===== config.mk =====
export PLATFORM = sky130hd
export DESIGN_NAME = dmairq_regs
export DESIGN_NICKNAME = d
export VERILOG_FILES = /design/src/hdl/dmairq_pkg.sv /design/src/hdl/dmairq_regs.sv /design/src/hdl/dmairq_sticky.sv
export SDC_FILE = /design/constraint.sdc
export NUM_CORES = 1
export LEC_CHECK = 0
export BUFFER_PORTS_ARGS = -buffer_cell sky130_fd_sc_hd__buf_2
export CORE_MARGIN = 2
export CORE_UTILIZATION = 55
export DETAILED_ROUTE_END_ITERATION = 12
export GPL_ROUTABILITY_DRIVEN = 0
export PLACE_DENSITY_LB_ADDON = 0.12
export SYNTH_ARGS = -nofsm -noshare
export SYNTH_HDL_FRONTEND = slang
export SYNTH_SLANG_ARGS = --single-unit

===== constraint.sdc =====
create_clock -name pclk -period 2.9 [get_ports pclk]
set_clock_uncertainty 0.2 [all_clocks]
set_input_delay 0.145 -clock pclk [delete_from_list [all_inputs] [get_ports pclk]]
set_output_delay 0.145 -clock pclk [all_outputs]
set_load 0.005 [all_outputs]

===== src/hdl/dmairq_pkg.sv =====
package dmairq_pkg;
    // register byte offsets
    localparam logic [11:0] OFS_MASKED_IRQ    = 12'h000;
    localparam logic [11:0] OFS_MASKED_TC     = 12'h004;
    localparam logic [11:0] OFS_TC_CLEAR      = 12'h008;
    localparam logic [11:0] OFS_MASKED_ERR    = 12'h00C;
    localparam logic [11:0] OFS_ERR_CLEAR     = 12'h010;
    localparam logic [11:0] OFS_RAW_TC        = 12'h014;
    localparam logic [11:0] OFS_RAW_ERR       = 12'h018;
    localparam logic [11:0] OFS_CHAN_ACTIVE   = 12'h01C;
    localparam logic [11:0] OFS_SW_BURST      = 12'h020;
    localparam logic [11:0] OFS_SW_SINGLE     = 12'h024;
    localparam logic [11:0] OFS_TC_MASK       = 12'h040;
    localparam logic [11:0] OFS_ERR_MASK      = 12'h044;
    localparam logic [11:0] OFS_CHAN_ENABLE   = 12'h048;
    // widths
    localparam int NUM_CHAN = 8;
    localparam int NUM_SRC  = 16;
    // reset values
    localparam logic [7:0]  RST_CHAN = 8'h00;
    localparam logic [15:0] RST_SRC  = 16'h0000;
    localparam logic [31:0] RST_WORD = 32'h0000_0000;

    // events from the channel engines
    typedef struct packed {
        logic [7:0]  tc_set;       // terminal count reached, per channel
        logic [7:0]  err_set;      // transfer error, per channel
        logic [7:0]  chan_done;    // channel finished, per channel
        logic [15:0] burst_done;   // burst transaction done, per source
        logic [15:0] single_done;  // single transaction done, per source
    } dmairq_evt_t;

    // interrupt outputs
    typedef struct packed {
        logic combined;
        logic tc;
        logic err;
    } dmairq_irq_t;
endpackage : dmairq_pkg


===== src/hdl/dmairq_regs.sv =====
// Implementation choice: the APB register port.
`timescale 1ns/1ns
module dmairq_regs
    import dmairq_pkg::*;
(
    input  wire logic                pclk,
    input  wire logic                presetn,
    input  wire logic                psel,
    input  wire logic                penable,
    input  wire logic                pwrite,
    input  wire logic [11:0]         paddr,
    input  wire logic [31:0]         pwdata,
    output logic      [31:0]         prdata,
    output logic                     pready,
    output logic                     pslverr,
    input  wire dmairq_pkg::dmairq_evt_t evt,
    input  wire logic [15:0]         hw_burst_req,
    input  wire logic [15:0]         hw_single_req,
    output logic      [15:0]         burst_req_out,
    output logic      [15:0]         single_req_out,
    output logic      [7:0]          chan_enable_out,
    output dmairq_pkg::dmairq_irq_t  irq
);
    import dmairq_pkg::*;

    ////////////////////////////////////////////////////////////////////////////
    // state
    typedef struct packed {
        logic [7:0]  tc_mask;     // terminal count interrupt mask
        logic [7:0]  err_mask;    // error interrupt mask
        logic [31:0] rdata;       // read data register
        logic        slverr;      // unmapped access, or write to a read-only register, answer
        logic [15:0] burst_req;   // registered request to engines
        logic [15:0] single_req;  // registered request to engines
        logic [7:0]  chan_en;     // registered enables to engines
        dmairq_irq_t irq;         // registered interrupt outputs
        logic        rdy;         // access acknowledged, drives pready
    } dmairq_state_t;

    dmairq_state_t st_reg;        // current state
    dmairq_state_t st_next;       // next state

    logic [7:0]  raw_tc_bits;     // raw terminal count flags
    logic [7:0]  raw_err_bits;    // raw error flags
    logic [7:0]  channel_active_bits; // enabled channel flags
    logic [15:0] sw_burst_bits;   // software burst requests
    logic [15:0] sw_single_bits;  // software single requests
    logic [7:0]  tc_clear_bits;   // clear strobes
    logic [7:0]  err_clear_bits;  // clear strobes
    logic [7:0]  chan_set;        // channel enable strobes
    logic [7:0]  chan_clr;        // channel disable or done
    logic [15:0] burst_set;       // software burst set strobes
    logic [15:0] single_set;      // software single set strobes
    logic [7:0]  masked_tc_bits;  // after masking
    logic [7:0]  masked_err_bits; // after masking
    logic [7:0]  masked_irq_bits; // combined per channel
    logic        wr_acc;          // write access phase
    logic        rd_acc;          // read access phase
    logic        wr_take;         // edge at which a write lands

    ////////////////////////////////////////////////////////////////////////////
    // decode helper
    function automatic logic hit(input logic [11:0] a, input logic [11:0] ofs);
        hit = (a == ofs);
    endfunction : hit

    assign wr_acc = psel & penable & pwrite;
    assign rd_acc = psel & penable & ~pwrite;
    // a write lands once, at the edge where pready is sampled high
    assign wr_take = wr_acc & st_reg.rdy;

    // write strobes, live on the pready edge only so a clear never hits twice
    always_comb begin
        tc_clear_bits  = (wr_take && hit(paddr, OFS_TC_CLEAR))
                         ? pwdata[7:0] : RST_CHAN;
        err_clear_bits = (wr_take && hit(paddr, OFS_ERR_CLEAR))
                         ? pwdata[7:0] : RST_CHAN;
        // ones set, zeros do nothing
        burst_set  = (wr_take && hit(paddr, OFS_SW_BURST))
                     ? pwdata[15:0] : RST_SRC;
        single_set = (wr_take && hit(paddr, OFS_SW_SINGLE))
                     ? pwdata[15:0] : RST_SRC;
        chan_set   = (wr_take && hit(paddr, OFS_CHAN_ENABLE)) ? pwdata[7:0] : RST_CHAN;
        // a channel clears itself on completion; enable write of zero disables
        chan_clr   = evt.chan_done |
                     ((wr_take && hit(paddr, OFS_CHAN_ENABLE)) ? ~pwdata[7:0] : RST_CHAN);
    end

    ////////////////////////////////////////////////////////////////////////////
    // sticky flag banks
    dmairq_sticky #(.W(NUM_CHAN)) u_tc (
        .pclk     (pclk),
        .presetn  (presetn),
        .set_bits (evt.tc_set),
        .clr_bits (tc_clear_bits),
        .flags    (raw_tc_bits)
    );

    dmairq_sticky #(.W(NUM_CHAN)) u_err (
        .pclk     (pclk),
        .presetn  (presetn),
        .set_bits (evt.err_set),
        .clr_bits (err_clear_bits),
        .flags    (raw_err_bits)
    );

    dmairq_sticky #(.W(NUM_CHAN)) u_chan (
        .pclk     (pclk),
        .presetn  (presetn),
        .set_bits (chan_set & ~evt.chan_done),
        .clr_bits (chan_clr),
        .flags    (channel_active_bits)
    );

    // software request bits stay until the transaction completes
    dmairq_sticky #(.W(NUM_SRC)) u_sb (
        .pclk     (pclk),
        .presetn  (presetn),
        .set_bits (burst_set),
        .clr_bits (evt.burst_done),
        .flags    (sw_burst_bits)
    );

    dmairq_sticky #(.W(NUM_SRC)) u_ss (
        .pclk     (pclk),
        .presetn  (presetn),
        .set_bits (single_set),
        .clr_bits (evt.single_done),
        .flags    (sw_single_bits)
    );

    ////////////////////////////////////////////////////////////////////////////
    // masking
    always_comb begin
        masked_tc_bits  = raw_tc_bits & st_reg.tc_mask;
        masked_err_bits = raw_err_bits & st_reg.err_mask;
        masked_irq_bits = masked_tc_bits | masked_err_bits;
    end

    ////////////////////////////////////////////////////////////////////////////
    // next state
    always_comb begin
        st_next        = st_reg;
        st_next.slverr = 1'b0;
        // mask registers
        if (wr_take && hit(paddr, OFS_TC_MASK)) begin
            st_next.tc_mask = pwdata[7:0];
        end
        if (wr_take && hit(paddr, OFS_ERR_MASK)) begin
            st_next.err_mask = pwdata[7:0];
        end
        // read mux; unused upper bits read zero
        if (rd_acc) begin
            case (paddr)
                OFS_MASKED_IRQ:  st_next.rdata = {24'h000000, masked_irq_bits};
                OFS_MASKED_TC:   st_next.rdata = {24'h000000, masked_tc_bits};
                OFS_MASKED_ERR:  st_next.rdata = {24'h000000, masked_err_bits};
                OFS_RAW_TC:      st_next.rdata = {24'h000000, raw_tc_bits};
                OFS_RAW_ERR:     st_next.rdata = {24'h000000, raw_err_bits};
                OFS_CHAN_ACTIVE: st_next.rdata = {24'h000000, channel_active_bits};
                // sources currently requesting, either origin
                OFS_SW_BURST:    st_next.rdata = {16'h0000,
                                                  sw_burst_bits | hw_burst_req};
                OFS_SW_SINGLE:   st_next.rdata = {16'h0000,
                                                  sw_single_bits | hw_single_req};
                OFS_TC_MASK:     st_next.rdata = {24'h000000, st_reg.tc_mask};
                OFS_ERR_MASK:    st_next.rdata = {24'h000000, st_reg.err_mask};
                OFS_CHAN_ENABLE: st_next.rdata = {24'h000000, channel_active_bits};
                OFS_TC_CLEAR,
                OFS_ERR_CLEAR:   st_next.rdata = RST_WORD;   // write-only reads zero
                default: begin
                    st_next.rdata  = RST_WORD;
                    st_next.slverr = 1'b1;                   // unmapped address
                end
            endcase
        end else if (wr_acc) begin
            case (paddr)
                OFS_TC_CLEAR, OFS_ERR_CLEAR, OFS_SW_BURST, OFS_SW_SINGLE,
                OFS_TC_MASK, OFS_ERR_MASK, OFS_CHAN_ENABLE: st_next.slverr = 1'b0;
                default: st_next.slverr = 1'b1;              // unmapped or read-only
            endcase
        end
        // either origin of a request reaches the engines
        st_next.burst_req  = sw_burst_bits | hw_burst_req;
        st_next.single_req = sw_single_bits | hw_single_req;
        st_next.chan_en    = channel_active_bits;
        // interrupt outputs
        st_next.irq.combined = |masked_irq_bits;
        st_next.irq.tc       = |masked_tc_bits;
        st_next.irq.err      = |masked_err_bits;
        // one wait state: answer in the second access cycle, for one cycle
        st_next.rdy          = psel & penable & ~st_reg.rdy;
    end

    ////////////////////////////////////////////////////////////////////////////
    // state register
    always_ff @(posedge pclk or negedge presetn) begin
        if (!presetn) begin
            st_reg <= '0;
        end else begin
            st_reg <= st_next;
        end
    end

    // outputs straight from flip-flops
    assign prdata          = st_reg.rdata;
    assign pslverr         = st_reg.slverr;
    assign burst_req_out   = st_reg.burst_req;
    assign single_req_out  = st_reg.single_req;
    assign chan_enable_out = st_reg.chan_en;
    assign irq             = st_reg.irq;

    assign pready          = st_reg.rdy;
endmodule : dmairq_regs


===== src/hdl/dmairq_sticky.sv =====
`timescale 1ns/1ns
// sticky flag bank: set wins over clear, width set by W
module dmairq_sticky #(
    parameter int W = 8
) (
    input  wire logic         pclk,
    input  wire logic         presetn,
    input  wire logic [W-1:0] set_bits,   // hardware or software set
    input  wire logic [W-1:0] clr_bits,   // clear request
    output logic      [W-1:0] flags       // registered state
);
    logic [W-1:0] flags_next;             // next flag state

    // per bit: set has priority over clear
    genvar g;
    generate
        for (g = 0; g < W; g++) begin : g_bit
            always_comb begin
                flags_next[g] = set_bits[g] | (flags[g] & ~clr_bits[g]);
            end
        end
    endgenerate

    // register the flags
    always_ff @(posedge pclk or negedge presetn) begin
        if (!presetn) begin
            flags <= '0;
        end else begin
            flags <= flags_next;
        end
    end
endmodule : dmairq_sticky


==> results.cfg, run 1 <==
[outcome]
status = completed

[timing]
slew_headroom_pct = 39.08
layout_min_cycle_time_ns = 2.716
timing.hold.ws_ns = 0.04344
worstMarginPinSlew_ns = 0.9120
period_share_pct = 93.65
rsz0062_at_grt = false
drv_slew = 0
setup_tns_ns = 0
finalSetupViolCount = 0
max_clock_freq_ghz = 0.3682
hold_viol = 0

[die]
die_x_um = 112.1
start_util_pct = 56.23
core_um2 = 11420
die_area_um2 = 12560
pin_count = 214
fp.dieH_um = 112.1
rows = 39

[synth]
synth-async-reset-ratio_pct = 100.0
yosys.area_share.xor_xnor_pct = 0
synth_fa_ha_area_share_pct = 0.1559
synth_top_family_by_area = compound AO/OA/AOI/OAI gates
synth_edf_count = 0
yosysTopAreaCell = dfrtp_1
synth.mux.area_fraction_pct = 2.825
yosys_register_bits = 133
synthTopCellsByArea = dfrtp_1 52%, buf_4 9.0%, nand2_1 5.0%, a22oi_1 3.9%, o21ai_0 3.2%
synth_top_area_share_pct = 51.83
synth_cell_types = 51
synth.avg_cell_area_um2 = 9.955
yosysWarnings = 0
yosysSeqAreaShare_pct = 51.83
netlist_instances = 645
synth_compound_area_share_pct = 16.89
synth.cell_area_um2 = 6421
yosys.area_share.simple_pct = 15.30
ys.flop_type = dfrtp_1

[power]
power_mw = 4.681
p_leak_nw = 4.359
peakVddDrop_mv = 0.5894
power.density_nw_per_um2 = 503.9

[clock_tree]
cts_max_path_buffers = 2
clkSinkCount = 133
htreeDepth = 4
path_clk_slew_ns = 0.06
insertion_delay_ns = 0.43
cts_tree = yes
cts_made_buffers = 17
root_buffer = clkbuf_16

[route]
drt_pass1_iterations = 6
via_per_inst = 5.550
drt_iter0_drc = 455
wirelength_mm = 20.55
postRouteAntennaNets = 0
wire_per_inst_um = 18.75
via_count = 6083
drcViolationCount = 0

[layout]
n_fill_cell = 706
fin_cells = 1096
syn_to_final_growth_pct = 44.66
fin_util_pct = 81.35
drive_gt1_share_pct = 29.38
layout.nets = 1077
final_common_cell = buf_2
n_antenna_cell = 0
mostFrequentLayoutCells = 180 x buf_2, 157 x dlygate4sd3_1, 133 x dfrtp_1

[worst_setup_path]
r2r-start = pready
rr_endpoint = u_chan.flags[3]
cp_max_fo = 8
arrival_ns = 2.87
max_stage_delay_ns = 0.79
startpoint_type = flip-flop
slowest_stage = or4b_4
path_cells = nand4_1 > or4b_4 > mux2i_1 > nor2_1 > dlygate4sd3_1
critPathCaptureType = flip-flop
crit_buf_inv = 1
cp.required_ns = 3.06
rrSetupSlack_ns = 0.18
crit_family = simple AND/OR/NAND/NOR gates
reg2reg_depth = 5
crit_type = reg2reg

[global_routing]
antenna_found_initial = 0
track_usage_pct = 33.92
grt_pass1_vias = 6349
grt_max_degree = 58
grt-ovfl-total = 0
grt_pass1_wl_mm = 32.90

[placement]
dp_hpwl_mm = 12.39
dp.cells = 907
port_buffers = 181

[flow_run]
cap_viol_max_count = 0

[worst_hold_path]
hold_path_class = in2async
[power by group]
group / internal (mW) / total, mW / switching [mW] / leakage [nW]
registers: 1.88 / 1.89 / 0.00728 / 1.65
logic: 0.209 / 0.409 / 0.199 / 2.40
clock network: 1.53 / 2.38 / 0.854 / 0.310
total: 3.62 / 4.68 / 1.06 / 4.36
[cell type report]
class                   instances  area [um^2]  area share (%)
clock buffers                  17        425.4           4.580
clock inverters                15        226.5           2.438
inverters                      49        183.9           1.980
multi-input cells             384         2322           25.00
flip-flops and latches        133         3328           35.83
well taps                     143        178.9           1.926
repair buffers                355         2624           28.25
[per-stage QoR]
step | setup slack [ns] | instance area, um^2
floorplan | 1.025 | 6477
global placement | 0.5869 | 7062
detailed placement | 0.5566 | 7062
CTS | 0.03558 | 9285
global route | 0.1228 | 9289
finish | 0.1843 | 9289
[timing repair]
action	in CTS	in global routing
hold buffers	157	0
resized for setup	0	1
hold endpoints to repair	247	0
buffers inserted	0	0
setup endpoints to repair	0	8
[metal layers]
layer  global-route usage, %  part of all wire, %  vias up
met5                       0                    0        -
met4                   12.68                  2.6        0
met3                   10.21                   10       59
met2                   56.00                   50      366
met1                   42.65                   38     2927
li1                        -                    -     2731
[logic make-up after synthesis]
| group | count (synthesis) |
|---|---|
| and+or+nand+nor | 187 |
| AOI/OAI and AO/OA | 163 |
| buffers and inverters | 143 |
| DFF | 133 |
| muxes | 17 |
| adders and majority gates | 1 |
| other | 1 |
[cell usage after synthesis (2+ instances only)]
master and number:
dfrtp_1 133, nand2_1 85, buf_4 77, inv_1 49
o21ai_0 41, a22oi_1 33, or2_2 26, nor2_1 23
a21oi_1 17, a21o_1 16, a211oi_1 14, clkbuf_1 12
a221oi_1 9, mux2_2 9, nor2b_1 9, o21ai_1 9
mux2i_1 8, nand4_1 8, o2bb2ai_1 7, o31ai_1 7
nor3_1 5, buf_2 4, nor3_2 4, nor3b_1 4
nand2b_1 3, nand3_1 3, nand4b_1 3, a31o_2 2
nor4_2 2, nor4_4 2
[how the worst max path moves through the flow]
| stage | cells after the start | startpoint | endpoint |
|---|---|---|---|
| 2_1_floorplan | 7 | paddr[9] | u_chan.flags[0] |
| 3_3_place_gp | 8 | paddr[6] | prdata[9] |
| 3_5_place_dp | 6 | paddr[9] | u_chan.flags[0] |
| 4_1_cts | 5 | pready | u_chan.flags[1] |
| 5_1_grt | 5 | pready | u_chan.flags[3] |
| 6_report | 5 | pready | u_chan.flags[3] |
[worst register-to-register path, cell delays in order (launching register included)]
cell	delay (ns)
dfrtp_1	0.40
nand4_1	0.35
or4b_4	0.79
mux2i_1	0.17
nor2_1	0.16
dlygate4sd3_1	0.59
(Power assumes the default switching activity.)
==> run 2: changes to the inputs <==
CORE_UTILIZATION = 51   (was 55)
PLACE_DENSITY_LB_ADDON = 0.25   (was 0.12)
clock period = 2.55 ns   (was 2.9 ns; I/O delays follow)
==> run 2 against run 1 <==
Against the previous run: clock power grew 5%; critical path depth up 2; fmax rose by 9.4%; final cell count rose by 2.9%; sequential share of layout area down 0.18 points; global-route usage down 2.8 points.
==> results.cfg, run 2 (synthesis gave the netlist of run 1 again) <==
[outcome]
status = completed

[global_routing]
track_usage_pct = 31.08
grt_util_met3_pct = 7.265
antenna_found_initial = 0
grt_max_degree = 57
grt_pass1_vias = 6343
grt-busiest-layer = met2
grt_pass1_wl_mm = 31.56
grtUsageMet1_pct = 37.59
grt-ovfl-total = 0
grtUsageMet2_pct = 53.57

[timing]
setup_tns_ns = 0
period_share_pct = 97.35
max_clock_freq_ghz = 0.4028
drv_slew = 0
finalSetupViolCount = 0
rsz0062_at_grt = false
layout_min_cycle_time_ns = 2.482
slew_headroom_pct = 43.08
hold_viol = 0
worstMarginPinSlew_ns = 0.8520

[die]
pin_count = 214
rows = 40
die_area_um2 = 13500
fp.dieH_um = 116.2
die_x_um = 116.2
start_util_pct = 52.80
core_um2 = 12160

[layout]
fin_cells = 1128
final_common_cell = buf_2
n_antenna_cell = 0
syn_to_final_growth_pct = 45.38
fin_util_pct = 76.76
n_fill_cell = 849
layout.nets = 1084
drive_gt1_share_pct = 29.58
mostFrequentLayoutCells = 180 x buf_2, 157 x dlygate4sd3_1, 133 x dfrtp_1

[worst_setup_path]
crit_type = reg2reg
path_cells = and4_1 > nand4_1 > nor3_1 > buf_4 > nand2_1 > a21o_1 > dlygate4sd3_1
cp.required_ns = 2.64
startpoint_type = flip-flop
arrival_ns = 2.57
critPathCaptureType = flip-flop
slowest_stage = dlygate4sd3_1
reg2reg_depth = 7
max_stage_delay_ns = 0.55
cp_max_fo = 8

[clock_tree]
clkSinkCount = 133
cts_resized = 0
path_clk_slew_ns = 0.06
cts_tree = yes
htreeDepth = 4
insertion_delay_ns = 0.41
root_buffer = clkbuf_16
cts_max_path_buffers = 2
cts_made_buffers = 17

[placement]
dp.cells = 939
port_buffers = 181
dp_hpwl_mm = 12.55

[route]
drt_pass1_iterations = 5
wirelength_mm = 20.24
drcViolationCount = 0
postRouteAntennaNets = 0
drt_iter0_drc = 534
wire_per_inst_um = 17.94
via_count = 6027
via_per_inst = 5.343

[power]
clock_power_share_pct = 49.0
power.density_nw_per_um2 = 548.2
power_frac_seq_pct = 42.0
power.internal_mw = 4.013
p_leak_nw = 4.400
sw_frac_of_total_pct = 21.59
power_frac_comb_pct = 9.0
p_switching_mw = 1.105
peakVddDrop_mv = 0.4229

[flow_run]
cap_viol_max_count = 0

[worst_hold_path]
hold_path_class = in2async
-- run 2: cell types whose count changed in the layout (fill, tap and decap cells not counted), sizes merged --
cell      previous run  this run
bufinv               5         3
clkinvlp             3         0
inv                 52        49
buf                198       205
clkbuf              17        23
clkinv               4         6
-- run 2: per-layer routing --
metal  vias to the layer above  wire [um]
met5                         -          0
met4                         0        524
met3                        53       1782
met2                       343      10220
met1                      2885       7713
li1                       2746          -
-- run 2: power by group through the flow --
stage	Combinational (mW)	Clock, mW	Sequential, mW
2_1_floorplan	0.160	0	2.18
3_3_place_gp	0.322	0	2.18
3_5_place_dp	0.331	0	2.18
4_1_cts	0.450	2.53	2.15
5_1_grt	0.501	2.63	2.15
6_report	0.461	2.51	2.15
-- run 2: area by class of cell --
type	count	area, um^2	share of cell area [%]
flip-flops and latches	133	3328	35.65
repair buffers	362	2676	28.67
multi-input cells	384	2325	24.90
clock buffers	23	488.0	5.227
well taps	168	210.2	2.252
inverters	49	183.9	1.970
clock inverters	9	123.9	1.327
-- run 2: critical path, delay by kind of cell, from the launching register on --
family                 cells  cell delay (ns)
AOI/OAI and AO/OA          1             0.19
buffers and inverters      2             0.82
DFF                        1             0.38
and+or+nand+nor            4             0.77
-- run 2: path summary, 6_finish.rpt --
| kind | startpoint | endpoint | slack, ns |
|---|---|---|---|
| setup / recovery | pready | u_err.flags[2] | 0.07 |
| setup reg to reg | pready | u_err.flags[2] | 0.07 |
| hold reg to reg | u_chan.flags[7] | chan_enable_out[7] | 0.22 |
| max in group asynchronous | presetn | burst_req_out[2] | 1.39 |
| hold / removal | presetn | prdata[8] | 0.02 |
| min in group pclk | paddr[0] | prdata[7] | 0.06 |
-- run 2: per-stage QoR --
stage / total power, mW / setup WS [ns] / instance area (um^2) / hold slack, ns
floorplan: 2.344 / 0.6929 / 6477 / -0.3681
global placement: 2.504 / 0.4688 / 7152 / -0.1101
detailed placement: 2.514 / 0.3840 / 7152 / -0.1031
CTS: 5.127 / 0.1966 / 9335 / 0.02528
global route: 5.275 / 0.03290 / 9335 / 0.06164
finish: 5.118 / 0.06759 / 9335 / 0.01540
-- run 2: timing repair --
action	CTS	global route
buffers inserted	0	0
endpoints found under the hold margin	247	0
hold buffers	157	0
==> run 3: changes to the inputs <==
ABC_CLOCK_PERIOD_IN_PS = 2550   (was unset)
PLACE_DENSITY = 0.9   (was unset)
PLACE_DENSITY_LB_ADDON = unset   (was 0.25)
==> run 3 against run 2 <==
Against the previous run: die area is the same; final area shrank 0.38%; sequential cell count is the same; non-clock buffer count is the same; critical path depth is the same; largest cell class unchanged; sequential share of layout area grew 0.13 points; global-route usage grew 3.8 points; register-to-register slack gained 0.05 ns; worst setup slack gained 0.045 ns; first-iteration DRC count grew 87%; via count grew 9.8%; final cell count grew 0.27%; highest routed layer unchanged.
==> results.cfg, run 3 (synthesis gave the netlist of run 1 again) <==
[layout]
regArea_um2 = 3328
syn_to_final_growth_pct = 44.84
mostFrequentLayoutCells = 180 x buf_2, 157 x dlygate4sd3_1, 133 x dfrtp_1
final_cell_area_um2 = 9300
layout.nets = 1084
n_fill_cell = 711
fin_cells = 1131
drive_gt1_share_pct = 29.33
multiInputGateArea_um2 = 2322
final_common_cell = buf_2

[global_routing]
antenna_found_initial = 2
grt_pass1_wl_mm = 34.96
grt_pass1_vias = 6645
grt-ovfl-total = 0
grt_max_degree = 74
track_usage_pct = 34.84

[die]
start_util_pct = 52.80
pin_count = 214
core_um2 = 12160
fp.dieH_um = 116.2
die_area_um2 = 13500
die_x_um = 116.2
rows = 40

[route]
postRouteAntennaNets = 0
wirelength_mm = 22.80
drcViolationCount = 0
via_count = 6618
wire_per_inst_um = 20.15
drt_iter0_drc = 999
drt_pass1_iterations = 9
via_per_inst = 5.851

[worst_setup_path]
startpoint_type = primary input
crit_type = in2reg
arrival_ns = 2.54
r2r-start = pready
critPathCaptureType = flip-flop
cp-startpoint = penable
rrSetupSlack_ns = 0.11
cp_max_fo = 8
cp.required_ns = 2.65

[outcome]
status = completed

[timing]
slew_headroom_pct = 39.76
drv_slew = 0
period_share_pct = 95.58
rsz0062_at_grt = false
layout_min_cycle_time_ns = 2.437
timing.hold.ws_ns = 0.03233
worstMarginPinSlew_ns = 0.9018
finalSetupViolCount = 0
setup_tns_ns = 0
hold_viol = 0
max_clock_freq_ghz = 0.4103

[power]
power.density_nw_per_um2 = 532.5
power_mw = 4.953
peakVddDrop_mv = 0.4353
p_leak_nw = 4.363

[clock_tree]
htreeDepth = 4
cts_setup_buffers = 0
cts_tree = yes
path_clk_slew_ns = 0.05
cts_max_path_buffers = 2
clkSinkCount = 133
root_buffer = clkbuf_16
cts_made_buffers = 17
insertion_delay_ns = 0.43

[worst_hold_path]
hold_path_class = in2async

[placement]
dp.cells = 938
port_buffers = 181
dpl_cell_area_um2 = 7138
dp_hpwl_mm = 12.50

[flow_run]
cap_viol_max_count = 0
-- run 3: through the flow --
stage / util [%] / worst slack, ns
3_5_place_dp: 58.69 / 0.3157
5_1_grt: 76.41 / 0.04478
4_1_cts: 76.34 / 0.04516
2_1_floorplan: - / 0.6929
6_report: 76.47 / 0.1127
3_3_place_gp: 58.69 / 0.3682
-- run 3: critical path: stages --
cell           delay [ns]
dlygate4sd3_1        0.54
buf_2                0.15
nand4_1              0.12
or4b_4               0.66
mux2i_1              0.29
nor2_1               0.08
dlygate4sd3_1        0.57
-- run 3: path summary, 6_finish.rpt --
path	depth (start not counted)	end
hold / removal	3	burst_req_out[10]
min in group pclk	4	prdata[7]
setup / recovery	7	u_chan.flags[3]
hold reg to reg	0	chan_enable_out[7]
setup reg to reg	5	u_chan.flags[3]
max in group asynchronous	3	u_chan.flags[3]
-- run 3: layout make-up --
cell class / instances / share of cell area (%)
flip-flops and latches: 133 / 35.79
repair buffers: 362 / 28.91
multi-input cells: 384 / 24.97
clock buffers: 26 / 5.476
well taps: 168 / 2.260
inverters: 49 / 1.978
clock inverters: 4 / 0.4843
diodes: 5 / 0.1345
-- run 3: repair_timing --
action / 4_1_cts / 5_1_grt
hold buffers: 158 / 0
setup endpoints to repair: 0 / 7
hold endpoints to repair: 247 / 0
gates resized for setup: 0 / 1
-- run 3: where the power goes --
part / internal, mW / switching [mW]
combinational: 0.244 / 0.238
clock: 1.45 / 0.869
sequential: 2.14 / 0.00849
-- run 3: per-layer routing --
metal	vias up	global-route usage (%)	routed length [um]
met1	3080	39.09	7702
li1	2752	-	-
met2	589	55.75	10670
met4	0	24.37	1785
met5	-	0	0
met3	197	12.30	2633
